`src/verilog/serial_port_pkg.sv`:
```
// Constants, field layouts and carrier types for the serial control port registers
`default_nettype none
package serial_port_pkg;

  localparam int ADDR_W = 10;
  localparam int INSTR_BITS = 16;
  localparam int BYTE_BITS = 8;

  // Register offsets
  localparam logic [ADDR_W-1:0] ADDR_SETUP = 10'h000;
  localparam logic [ADDR_W-1:0] ADDR_VARIANT = 10'h003;
  localparam logic [ADDR_W-1:0] ADDR_READBACK = 10'h004;
  localparam logic [ADDR_W-1:0] ADDR_RESERVED_RO = 10'h1a3;
  localparam logic [ADDR_W-1:0] ADDR_DIVIDE = 10'h1e0;
  localparam logic [ADDR_W-1:0] ADDR_CLK_INPUT = 10'h1e1;
  localparam logic [ADDR_W-1:0] ADDR_POWERDOWN = 10'h230;
  localparam logic [ADDR_W-1:0] ADDR_UPDATE = 10'h232;

  // Field positions of the setup, readback and update registers
  localparam int SETUP_OUT_SEL_BIT = 0;
  localparam int SETUP_LSB_BIT = 1;
  localparam int SETUP_SRST_BIT = 2;
  localparam int SETUP_LONG_BIT = 3;
  localparam int READBACK_BIT = 0;
  localparam int UPDATE_BIT = 0;

  // Instruction word layout
  localparam int INSTR_RW_BIT = 15;
  localparam int INSTR_LEN_HI = 14;
  localparam int INSTR_LEN_LO = 13;
  localparam logic [1:0] LEN_STREAM = 2'h3;

  // Value is arbitrary, not tied to any real part
  localparam logic [7:0] VARIANT_ID = 8'h5a;

  // Reset values
  localparam logic [7:0] DIVIDE_DEFAULT = 8'h02;
  localparam logic [7:0] CLK_INPUT_DEFAULT = 8'h00;
  localparam logic [7:0] POWERDOWN_DEFAULT = 8'h00;
  localparam logic READBACK_DEFAULT = 1'b0;

  typedef struct packed {
    logic soft_reset;
    logic lsb_first;
    logic out_pin_sel;
  } port_setup_t;

  localparam port_setup_t SETUP_DEFAULT = '{soft_reset: 1'b0, lsb_first: 1'b0,
                                            out_pin_sel: 1'b0};

  typedef struct packed {
    logic [7:0] divide_ratio;
    logic [7:0] clock_input;
    logic [7:0] powerdown;
  } tuning_t;

  localparam tuning_t TUNING_DEFAULT = '{divide_ratio: DIVIDE_DEFAULT,
                                         clock_input: CLK_INPUT_DEFAULT,
                                         powerdown: POWERDOWN_DEFAULT};

  typedef struct packed {
    logic sclk;
    logic cs_n;
    logic sdio;
  } serial_pins_in_t;

  typedef struct packed {
    logic sdio;
    logic sdio_oe;
    logic serial_output_pin;
    logic serial_output_pin_oe;
  } serial_pins_out_t;

  typedef enum logic [3:0] {
    ST_IDLE = 4'b0001,
    ST_INSTR = 4'b0010,
    ST_DATA = 4'b0100,
    ST_DONE = 4'b1000
  } port_state_t;

endpackage
`default_nettype wire

```
`src/verilog/register_store.sv`:
```
// Buffered and active register storage with soft reset and update command
`timescale 1ns/1ps
`default_nettype none
module register_store import serial_port_pkg::*; (
  input wire logic clk_in,
  input wire logic sys_rst_in,
  input wire logic wr_en_in,
  input wire logic [ADDR_W-1:0] wr_addr_in,
  input wire logic [7:0] wr_data_in,
  output port_setup_t setup_out,
  output logic readback_sel_out,
  output tuning_t buffered_out,
  output tuning_t active_out,
  output logic update_flag_out
);

  port_setup_t setup_reg, setup_next;
  logic sel_reg, sel_next;
  tuning_t buf_reg, buf_next;
  tuning_t act_reg, act_next;
  logic upd_reg, upd_next;
  logic update_write;

  assign update_write = wr_en_in && (wr_addr_in == ADDR_UPDATE) && wr_data_in[UPDATE_BIT];

  always_comb begin
    setup_next = setup_reg;
    sel_next = sel_reg;
    buf_next = buf_reg;
    act_next = act_reg;
    // Update command bit clears itself
    // self clearing
    upd_next = 1'b0;
    if (wr_en_in) begin
      case (wr_addr_in)
        ADDR_SETUP: begin
          setup_next.soft_reset = wr_data_in[SETUP_SRST_BIT];
          setup_next.lsb_first = wr_data_in[SETUP_LSB_BIT];
          setup_next.out_pin_sel = wr_data_in[SETUP_OUT_SEL_BIT];
        end
        ADDR_READBACK: sel_next = wr_data_in[READBACK_BIT];
        ADDR_DIVIDE: buf_next.divide_ratio = wr_data_in;
        ADDR_CLK_INPUT: buf_next.clock_input = wr_data_in;
        ADDR_POWERDOWN: buf_next.powerdown = wr_data_in;
        ADDR_UPDATE: begin
          if (wr_data_in[UPDATE_BIT]) begin
            act_next = buf_reg;
            upd_next = 1'b1;
          end
        end
        default: begin
        end
      endcase
    end
    // Held at defaults until the host writes the bit back to zero
    // soft reset restore
    if (setup_next.soft_reset) begin
      setup_next = SETUP_DEFAULT;
      setup_next.soft_reset = 1'b1;
      sel_next = READBACK_DEFAULT;
      buf_next = TUNING_DEFAULT;
      act_next = TUNING_DEFAULT;
      upd_next = 1'b0;
    end
  end

  always_ff @(posedge clk_in) begin
    if (sys_rst_in) begin
      setup_reg <= SETUP_DEFAULT;
      sel_reg <= READBACK_DEFAULT;
      buf_reg <= TUNING_DEFAULT;
      act_reg <= TUNING_DEFAULT;
      upd_reg <= 1'b0;
    end else begin
      setup_reg <= setup_next;
      sel_reg <= sel_next;
      buf_reg <= buf_next;
      act_reg <= act_next;
      upd_reg <= upd_next;
    end
  end

  assign setup_out = setup_reg;
  assign readback_sel_out = sel_reg;
  assign buffered_out = buf_reg;
  assign active_out = act_reg;
  assign update_flag_out = upd_reg;

  a_update_self_clear: assert property (@(posedge clk_in) disable iff (sys_rst_in)
    upd_reg |=> !upd_reg) else $error("update bit did not clear itself");

  a_update_copy_all: assert property (@(posedge clk_in) disable iff (sys_rst_in)
    update_write && !setup_reg.soft_reset && !wr_data_in[SETUP_SRST_BIT]
    |=> act_reg == $past(buf_reg) && upd_reg) else $error("update did not copy buffers");

  a_active_hold: assert property (@(posedge clk_in) disable iff (sys_rst_in)
    !update_write && !setup_next.soft_reset |=> $stable(act_reg))
    else $error("active registers changed without update");

  a_soft_reset_defaults: assert property (@(posedge clk_in) disable iff (sys_rst_in)
    setup_reg.soft_reset |-> buf_reg == TUNING_DEFAULT && act_reg == TUNING_DEFAULT
    && !sel_reg && !setup_reg.lsb_first && !setup_reg.out_pin_sel)
    else $error("soft reset left a register off its default");

endmodule
`default_nettype wire

```
`src/verilog/serial_port_config_regs.sv`:
```
// Serial control port engine with register readback and pin drive control
`timescale 1ns/1ps
`default_nettype none
module serial_port_config_regs import serial_port_pkg::*; (
  input wire logic clk_in,
  input wire logic sys_rst_in,
  input wire serial_pins_in_t pins_in,
  output serial_pins_out_t pins_out,
  output tuning_t tuning_out,
  output logic soft_reset_out
);

  port_state_t state_reg, state_next;
  logic sclk_prev_reg;
  logic [INSTR_BITS-1:0] shift_reg, shift_next;
  logic [3:0] bit_cnt_reg, bit_cnt_next;
  logic [ADDR_W-1:0] addr_reg, addr_next;
  logic rw_reg, rw_next;
  logic stream_reg, stream_next;
  logic [1:0] left_reg, left_next;
  logic [7:0] tx_reg, tx_next;
  logic out_bit_reg, out_bit_next;
  serial_pins_out_t pins_reg, pins_next;

  logic sclk_rise, sclk_fall;
  logic wr_en;
  logic [ADDR_W-1:0] wr_addr;
  logic [7:0] wr_data;
  port_setup_t setup;
  logic readback_sel;
  tuning_t buffered, active;
  logic update_flag;
  logic read_phase;

  register_store register_store_i (
    .clk_in(clk_in),
    .sys_rst_in(sys_rst_in),
    .wr_en_in(wr_en),
    .wr_addr_in(wr_addr),
    .wr_data_in(wr_data),
    .setup_out(setup),
    .readback_sel_out(readback_sel),
    .buffered_out(buffered),
    .active_out(active),
    .update_flag_out(update_flag)
  );

  // LSB-first mode fills from the top so the word ends up in natural order
  function automatic logic [INSTR_BITS-1:0] shift_in(input logic [INSTR_BITS-1:0] value,
                                                     input logic din, input logic lsb);
    shift_in = lsb ? {din, value[INSTR_BITS-1:1]} : {value[INSTR_BITS-2:0], din};
  endfunction

  function automatic logic [7:0] data_byte(input logic [INSTR_BITS-1:0] value,
                                           input logic lsb);
    data_byte = lsb ? value[INSTR_BITS-1:BYTE_BITS] : value[BYTE_BITS-1:0];
  endfunction

  function automatic logic [ADDR_W-1:0] addr_step(input logic [ADDR_W-1:0] a,
                                                  input logic lsb);
    addr_step = lsb ? ADDR_W'(a + 10'h001) : ADDR_W'(a - 10'h001);
  endfunction

  function automatic logic [7:0] read_reg(input logic [ADDR_W-1:0] a,
                                          input port_setup_t s,
                                          input logic sel,
                                          input tuning_t b,
                                          input tuning_t act,
                                          input logic upd);
    tuning_t view;
    view = sel ? act : b;
    read_reg = 8'h00;
    case (a)
      // High nibble reads as the mirror, length bit reads fixed long
      ADDR_SETUP: begin
        read_reg[SETUP_OUT_SEL_BIT] = s.out_pin_sel;
        read_reg[SETUP_LSB_BIT] = s.lsb_first;
        read_reg[SETUP_SRST_BIT] = s.soft_reset;
        read_reg[SETUP_LONG_BIT] = 1'b1;
        read_reg[7:4] = {read_reg[0], read_reg[1], read_reg[2], read_reg[3]};
      end
      ADDR_VARIANT: read_reg = VARIANT_ID;
      ADDR_READBACK: read_reg[READBACK_BIT] = sel;
      ADDR_DIVIDE: read_reg = view.divide_ratio;
      ADDR_CLK_INPUT: read_reg = view.clock_input;
      ADDR_POWERDOWN: read_reg = view.powerdown;
      ADDR_UPDATE: read_reg[UPDATE_BIT] = upd;
      default: read_reg = 8'h00;
    endcase
  endfunction

  assign sclk_rise = pins_in.sclk && !sclk_prev_reg;
  assign sclk_fall = !pins_in.sclk && sclk_prev_reg;

  always_comb begin
    state_next = state_reg;
    shift_next = shift_reg;
    bit_cnt_next = bit_cnt_reg;
    addr_next = addr_reg;
    rw_next = rw_reg;
    stream_next = stream_reg;
    left_next = left_reg;
    tx_next = tx_reg;
    out_bit_next = out_bit_reg;
    wr_en = 1'b0;
    wr_addr = addr_reg;
    wr_data = 8'h00;
    unique case (state_reg)
      ST_IDLE: begin
        if (!pins_in.cs_n) begin
          state_next = ST_INSTR;
          bit_cnt_next = 4'h0;
        end
      end
      ST_INSTR: begin
        if (sclk_rise) begin
          shift_next = shift_in(shift_reg, pins_in.sdio, setup.lsb_first);
          bit_cnt_next = 4'(bit_cnt_reg + 4'h1);
          if (bit_cnt_reg == 4'(INSTR_BITS - 1)) begin
            rw_next = shift_next[INSTR_RW_BIT];
            stream_next = shift_next[INSTR_LEN_HI:INSTR_LEN_LO] == LEN_STREAM;
            left_next = shift_next[INSTR_LEN_HI:INSTR_LEN_LO];
            addr_next = shift_next[ADDR_W-1:0];
            bit_cnt_next = 4'h0;
            state_next = ST_DATA;
            // Line reads low until the first falling edge, never a stale bit
            out_bit_next = 1'b0;
            tx_next = read_reg(shift_next[ADDR_W-1:0], setup, readback_sel,
                               buffered, active, update_flag);
          end
        end
      end
      ST_DATA: begin
        if (sclk_rise) begin
          shift_next = shift_in(shift_reg, pins_in.sdio, setup.lsb_first);
          bit_cnt_next = 4'(bit_cnt_reg + 4'h1);
          if (bit_cnt_reg == 4'(BYTE_BITS - 1)) begin
            bit_cnt_next = 4'h0;
            // Writes to read-only slots fall through the store's decode
            wr_en = !rw_reg;
            wr_data = data_byte(shift_next, setup.lsb_first);
            addr_next = addr_step(addr_reg, setup.lsb_first);
            if (rw_reg) begin
              tx_next = read_reg(addr_next, setup, readback_sel, buffered, active,
                                 update_flag);
            end
            if (!stream_reg) begin
              if (left_reg == 2'h0) begin
                state_next = ST_DONE;
              end else begin
                left_next = 2'(left_reg - 2'h1);
              end
            end
          end
        end else if (sclk_fall && rw_reg) begin
          out_bit_next = setup.lsb_first ? tx_reg[0] : tx_reg[7];
          tx_next = setup.lsb_first ? {1'b0, tx_reg[7:1]} : {tx_reg[6:0], 1'b0};
        end
      end
      ST_DONE: begin
      end
    endcase
    // Deselect aborts any transfer; a partial byte is never written
    if (pins_in.cs_n) begin
      state_next = ST_IDLE;
    end
  end

  // Enables follow the next state so they rise with the read phase itself
  assign read_phase = (state_next == ST_DATA) && rw_next;

  always_comb begin
    pins_next.sdio = out_bit_next;
    pins_next.serial_output_pin = out_bit_next;
    pins_next.sdio_oe = read_phase && !setup.out_pin_sel;
    pins_next.serial_output_pin_oe = read_phase && setup.out_pin_sel;
  end

  always_ff @(posedge clk_in) begin
    if (sys_rst_in) begin
      state_reg <= ST_IDLE;
      sclk_prev_reg <= 1'b0;
      shift_reg <= 16'h0000;
      bit_cnt_reg <= 4'h0;
      addr_reg <= 10'h000;
      rw_reg <= 1'b0;
      stream_reg <= 1'b0;
      left_reg <= 2'h0;
      tx_reg <= 8'h00;
      out_bit_reg <= 1'b0;
      pins_reg <= '0;
    end else begin
      state_reg <= state_next;
      sclk_prev_reg <= pins_in.sclk;
      shift_reg <= shift_next;
      bit_cnt_reg <= bit_cnt_next;
      addr_reg <= addr_next;
      rw_reg <= rw_next;
      stream_reg <= stream_next;
      left_reg <= left_next;
      tx_reg <= tx_next;
      out_bit_reg <= out_bit_next;
      pins_reg <= pins_next;
    end
  end

  assign pins_out = pins_reg;
  assign tuning_out = active;
  assign soft_reset_out = setup.soft_reset;

  a_output_pin_idle: assert property (@(posedge clk_in) disable iff (sys_rst_in)
    !setup.out_pin_sel && !$past(setup.out_pin_sel) |-> !pins_reg.serial_output_pin_oe)
    else $error("output pin driven in shared-pin mode");

  a_shared_pin_quiet: assert property (@(posedge clk_in) disable iff (sys_rst_in)
    setup.out_pin_sel && $past(setup.out_pin_sel) |-> !pins_reg.sdio_oe)
    else $error("data pin driven in separate-output mode");

  a_instr_length: assert property (@(posedge clk_in) disable iff (sys_rst_in)
    state_reg == ST_INSTR && sclk_rise && bit_cnt_reg == 4'hf && !pins_in.cs_n
    |=> state_reg == ST_DATA && bit_cnt_reg == 4'h0) else $error("instruction not 16 bits");

  a_variant_read: assert property (@(posedge clk_in) disable iff (sys_rst_in)
    state_reg == ST_INSTR && state_next == ST_DATA && rw_next && addr_next == ADDR_VARIANT
    |=> tx_reg == VARIANT_ID) else $error("variant identifier read wrong");

  a_readback_buffered: assert property (@(posedge clk_in) disable iff (sys_rst_in)
    state_reg == ST_INSTR && state_next == ST_DATA && rw_next && !readback_sel
    && addr_next == ADDR_DIVIDE |=> tx_reg == $past(buffered.divide_ratio))
    else $error("buffered readback wrong");

  a_readback_active: assert property (@(posedge clk_in) disable iff (sys_rst_in)
    state_reg == ST_INSTR && state_next == ST_DATA && rw_next && readback_sel
    && addr_next == ADDR_POWERDOWN |=> tx_reg == $past(active.powerdown))
    else $error("active readback wrong");

  a_addr_down: assert property (@(posedge clk_in) disable iff (sys_rst_in)
    state_reg == ST_DATA && sclk_rise && bit_cnt_reg == 4'h7 && !setup.lsb_first
    && !pins_in.cs_n |=> addr_reg == 10'($past(addr_reg) - 10'h001))
    else $error("address did not decrement");

  a_addr_up: assert property (@(posedge clk_in) disable iff (sys_rst_in)
    state_reg == ST_DATA && sclk_rise && bit_cnt_reg == 4'h7 && setup.lsb_first
    && !pins_in.cs_n |=> addr_reg == 10'($past(addr_reg) + 10'h001))
    else $error("address did not increment");

  a_deselect_release: assert property (@(posedge clk_in) disable iff (sys_rst_in)
    pins_in.cs_n |=> state_reg == ST_IDLE && !pins_reg.sdio_oe
    && !pins_reg.serial_output_pin_oe) else $error("deselect left a pin driven");

  a_done_released: assert property (@(posedge clk_in) disable iff (sys_rst_in)
    state_reg == ST_DONE |-> !pins_reg.sdio_oe && !pins_reg.serial_output_pin_oe)
    else $error("pin driven after last byte");

  a_write_phase_quiet: assert property (@(posedge clk_in) disable iff (sys_rst_in)
    state_reg == ST_DATA && !rw_reg |-> !pins_reg.sdio_oe && !pins_reg.serial_output_pin_oe)
    else $error("pin driven during write data");

  a_read_shared_drive: assert property (@(posedge clk_in) disable iff (sys_rst_in)
    state_reg == ST_DATA && rw_reg && !$past(setup.out_pin_sel) |-> pins_reg.sdio_oe)
    else $error("shared pin not driven during read");

  a_read_separate_drive: assert property (@(posedge clk_in) disable iff (sys_rst_in)
    state_reg == ST_DATA && rw_reg && $past(setup.out_pin_sel)
    |-> pins_reg.serial_output_pin_oe) else $error("output pin not driven during read");

  a_msb_first_out: assert property (@(posedge clk_in) disable iff (sys_rst_in)
    state_reg == ST_DATA && rw_reg && sclk_fall && !setup.lsb_first && !pins_in.cs_n
    |=> pins_reg.sdio == $past(tx_reg[7])) else $error("read bit not high first");

  a_lsb_first_out: assert property (@(posedge clk_in) disable iff (sys_rst_in)
    state_reg == ST_DATA && rw_reg && sclk_fall && setup.lsb_first && !pins_in.cs_n
    |=> pins_reg.sdio == $past(tx_reg[0])) else $error("read bit not low first");

  a_instr_hold: assert property (@(posedge clk_in) disable iff (sys_rst_in)
    state_reg == ST_INSTR && !sclk_rise && !pins_in.cs_n
    |=> state_reg == ST_INSTR && $stable(bit_cnt_reg)) else $error("instruction count moved");

  a_setup_readback: assert property (@(posedge clk_in) disable iff (sys_rst_in)
    state_reg == ST_INSTR && state_next == ST_DATA && rw_next && addr_next == ADDR_SETUP
    |=> tx_reg[SETUP_LONG_BIT] && tx_reg[7:4] == {tx_reg[0], tx_reg[1], tx_reg[2], tx_reg[3]})
    else $error("setup readback not long and mirrored");

  a_update_reads_clear: assert property (@(posedge clk_in) disable iff (sys_rst_in)
    state_reg == ST_INSTR && state_next == ST_DATA && rw_next && addr_next == ADDR_UPDATE
    |=> tx_reg == 8'h00) else $error("update bit read back set");

  a_bank_select_read: assert property (@(posedge clk_in) disable iff (sys_rst_in)
    state_reg == ST_INSTR && state_next == ST_DATA && rw_next && addr_next == ADDR_READBACK
    |=> tx_reg == {7'h00, $past(readback_sel)}) else $error("bank select read wrong");

  a_clk_input_buffered: assert property (@(posedge clk_in) disable iff (sys_rst_in)
    state_reg == ST_INSTR && state_next == ST_DATA && rw_next && !readback_sel
    && addr_next == ADDR_CLK_INPUT |=> tx_reg == $past(buffered.clock_input))
    else $error("buffered clock input readback wrong");

endmodule
`default_nettype wire

```
`config.mk`:
```
export PLATFORM = sky130hd
export DESIGN_NAME = serial_port_config_regs
export DESIGN_NICKNAME = d
export VERILOG_FILES = /design/src/verilog/serial_port_pkg.sv /design/src/verilog/register_store.sv /design/src/verilog/serial_port_config_regs.sv
export SDC_FILE = /design/constraint.sdc
export NUM_CORES = 1
export LEC_CHECK = 0
export BUFFER_PORTS_ARGS = -buffer_cell sky130_fd_sc_hd__buf_2
export CORE_MARGIN = 8
export CORE_UTILIZATION = 35
export DETAILED_ROUTE_END_ITERATION = 16
export PLACE_DENSITY_LB_ADDON = 0.3
export SYNTH_ARGS = -nofsm -noshare
export SYNTH_HDL_FRONTEND = slang
export SYNTH_SLANG_ARGS = --single-unit
```
`constraint.sdc`:
```
create_clock -name clk_in -period 4.5 [get_ports clk_in]
set_clock_uncertainty 0.2 [all_clocks]
set_input_delay 0.225 -clock clk_in [delete_from_list [all_inputs] [get_ports clk_in]]
set_output_delay 0.225 -clock clk_in [all_outputs]
set_load 0.005 [all_outputs]
```
==> metrics.log <==
INFO  metric status = completed
INFO  metric grt_pass1_vias = 5235
INFO  metric netSwitchingFraction = 0.2455
INFO  metric detail_route.drc_violations = 0
INFO  metric worst_path_clk_slew = 0.07 ns
INFO  metric pre_cts_slack = 1.018 ns
INFO  metric slew_headroom = 0.3437
INFO  metric cell_types_with_the_highest_counts_after_synthesis = dfxtp_1 (103), nor2_1 (103), nand2_1 (101), a21oi_1 (82), mux2i_1 (43)
INFO  metric rows = 48
INFO  metric overflow = 0
INFO  metric cts_htree_levels = 3
INFO  metric postLayoutSetupSlackWorst = 0.8903 ns
INFO  metric clockBufferDepth = 2
INFO  metric ys_dominant_reg_cell = dfxtp_1
INFO  metric syn-instance-count = 776
INFO  metric power_leakage = 2.384 nW
INFO  metric area_growth_syn_to_layout = 9.940%
INFO  metric worstSetupEndpointType = flop
INFO  metric worstHoldPathType = in2reg
INFO  metric seq_area_frac_synth = 0.3316
INFO  metric tritoncts_num_sinks = 103
INFO  metric worst_hold_path.num_cells = 3
INFO  metric drt_first_iter_violations = 555
INFO  metric first_pass_iters = 5
INFO  metric finalCriticalPeriod = 3.610 ns
INFO  metric final.period_utilization = 0.8022
INFO  metric total_of_warnings_raised_by_yosys = 0
INFO  metric route.detailed.wl_per_inst = 19.10 µm
INFO  metric drive_above_1_share = 0.1318
INFO  metric finalWeightedCongestion = 0.9829
INFO  metric initial_antenna_violation_count = 0
INFO  metric post_synthesis_async_set_or_reset_flop_share = 0
INFO  metric design_area = 0.006837 mm²
INFO  metric globalRouteTotalUtil = 0.1734
INFO  metric yosys-top-cells-area = dfxtp_1 (33%), mux2i_1 (6.9%), a21oi_1 (6.6%)
INFO  metric clock_power_share = 0.435
INFO  metric worst_skew_pair.late_latency = 0.36 ns
INFO  metric avgSynthCellArea = 8.013 µm²
INFO  metric final.setup.tns = 0 ns
INFO  metric vdd_drop_max = 0.0001787 V
INFO  metric cts_tree = yes
INFO  metric grt_max_degree = 57
INFO  metric pwr_cell_area = 255.1 mW/mm²
INFO  metric die-width = 149.3 µm
INFO  metric buffer_ports.inserted = 33
INFO  metric vias = 5775
INFO  metric start_util = 0.3583
INFO  metric top_level_ports = 34
INFO  metric worstSetupPathType = reg2reg
INFO  metric timing_worst_slew_pin_value = 0.9792 ns
INFO  metric inserted_diodes = 0
INFO  metric worst_ep_arrival_time = 3.69 ns
INFO  metric yosys_register_bits = 103
INFO  metric antenna_violating_nets_post_route = 0
INFO  metric required = 4.58 ns
INFO  metric fp.coreArea = 0.01736 mm²
INFO  metric share_comb_of_total_power = 0.036
INFO  metric finalWirelength = 19.36 mm
INFO  metric cell_internal_pwr = 1.316 mW
INFO  metric post_synth_num_cell_types = 81
INFO  metric via_per_inst = 5.695
INFO  metric nets = 804
INFO  metric number_of_nets_in_the_synthesized_netlist = 796
INFO  metric grt_pass1_wl = 30.37 mm
INFO  metric setup.worst_path.start_class = flop
INFO  metric yosys.area.top_type_share = 0.3316
INFO  metric tritoncts.num_buffers = 9
INFO  metric final_setup_vio_count = 0
INFO  metric ctsRootBufferMaster = clkbuf_16
INFO  metric number_of_synthesized_flops_with_an_enable_pin = 0
INFO  metric synth.largest_area_cell = dfxtp_1
INFO  metric number_of_hold_violations_in_the_final_report = 0
INFO  metric die_h = 149.3 µm
INFO  metric total_power = 1.744 mW
INFO  metric rsz0062_at_grt = false
INFO  metric max_freq = 0.2770 GHz
INFO  metric dieArea = 0.02229 mm²
INFO  metric reg2reg_depth = 9
INFO  metric post_synthesis_instance_area = 0.006218 mm²
INFO  metric ctsResizeCount = 0
INFO  metric dp_hpwl = 14.43 mm
INFO  metric crit_path_max_fanout = 12
INFO  metric power.net_switching = 428.2 µW
INFO  metric timing.max_cap.violations = 0
INFO  metric share_seq_of_total_power = 0.529
INFO  metric finalMaxSlewViolations = 0
INFO  metric dpl-instance-area = 0.006541 mm²
-- power groups by stage --
stage | Sequential (mW) | Combinational [mW] | Clock, mW
4_1_cts | 0.922 | 0.0629 | 0.772
6_report | 0.923 | 0.0633 | 0.758
3_5_place_dp | 0.944 | 0.0613 | 0
2_1_floorplan | 0.940 | 0.0463 | 0
3_3_place_gp | 0.944 | 0.0619 | 0
5_1_grt | 0.923 | 0.0707 | 0.804
-- worst max-delay path, stage by stage (launching register included) --
cell      delay (ns)
dfxtp_2         0.32
inv_1           0.35
ha_1            0.39
and2_1          0.21
a221oi_1        0.36
a21boi_1        0.18
nor4b_1         0.45
nand4b_1        0.38
a41o_1          0.44
a211oi_2        0.24
-- path summary, 6_finish.rpt --
check	slack, ns	end	from
worst max register to register	0.89	tx_reg[6]	register_store_i.setup_out[1]
worst min-delay path	0.14	register_store_i.buffered_out[17]	sys_rst_in
worst max-delay path	0.89	tx_reg[6]	register_store_i.setup_out[1]
worst min register to register	0.26	left_reg[1]	left_reg[1]
-- cells in the final DEF (no fill, tap or decap), drive strengths merged, types with 4 or more instances in the layout --
master	count
a211oi	26
dfxtp	103
inv	16
nor2b	12
o211ai	6
nand3	10
ha	14
buf	44
o31ai	4
o221ai	8
nor4b	12
nor4	10
and2	5
nand4	13
and3	6
a31oi	5
nor3	23
nor4bb	4
mux2	15
a21oi	83
and4	6
o21ai	27
nor2	103
clkinv	4
and4b	6
clkbuf	10
nand2b	4
nand2	101
mux2i	44
a221oi	5
xnor2	4
-- per-stage QoR --
| stage | hold slack (ns) | utilization | std cells |
|---|---|---|---|
| 4_1_cts | 0.1258 | 0.3939 | 1014 |
| 3_3_place_gp | 0.2427 | 0.3769 | 996 |
| 2_1_floorplan | 0.1043 | - | 776 |
| 3_5_place_dp | 0.2474 | 0.3769 | 996 |
| 6_report | 0.1403 | 0.3939 | 1014 |
| 5_1_grt | 0.1744 | 0.3939 | 1014 |
-- logic make-up (layout without fill, tap and decap cells) --
kind of cell	after synthesis	in the layout	share of synthesized area
AO/OA/AOI/OAI	201	201	0.2183
XOR/XNOR	7	7	0.01107
adder cells (fa/ha/maj)	15	15	0.03139
buffers and inverters	64	77	0.04285
flip-flops	103	103	0.3316
multiplexers	59	59	0.09859
AND/OR/NAND/NOR	327	327	0.2662
-- metal layers --
| layer | wire length [µm] | share of wire | up-vias | track usage |
|---|---|---|---|---|
| li1 | - | - | 2854 | - |
| met4 | 248 | 0.013 | 0 | 0.04947 |
| met1 | 9594 | 0.50 | 2747 | 0.2510 |
| met5 | 0 | 0 | - | 0 |
| met2 | 8416 | 0.43 | 156 | 0.2538 |
| met3 | 1103 | 0.057 | 18 | 0.03398 |
-- final cells by class --
type | instances | area, µm²
clock buffers | 10 | 229.0
clock inverters | 6 | 46.29
fillers | 1804 | 10520
inverters | 15 | 56.30
multi-input cells | 609 | 3892
flip-flops and latches | 103 | 2063
well taps | 225 | 281.5
repair buffers | 46 | 267.8
-- timing repair --
item                                   CTS  global route
setup buffers                            0             0
endpoints found under the hold margin    4             0
hold buffers                             2             0
No activity file was read; power rests on OpenSTA's default activity.
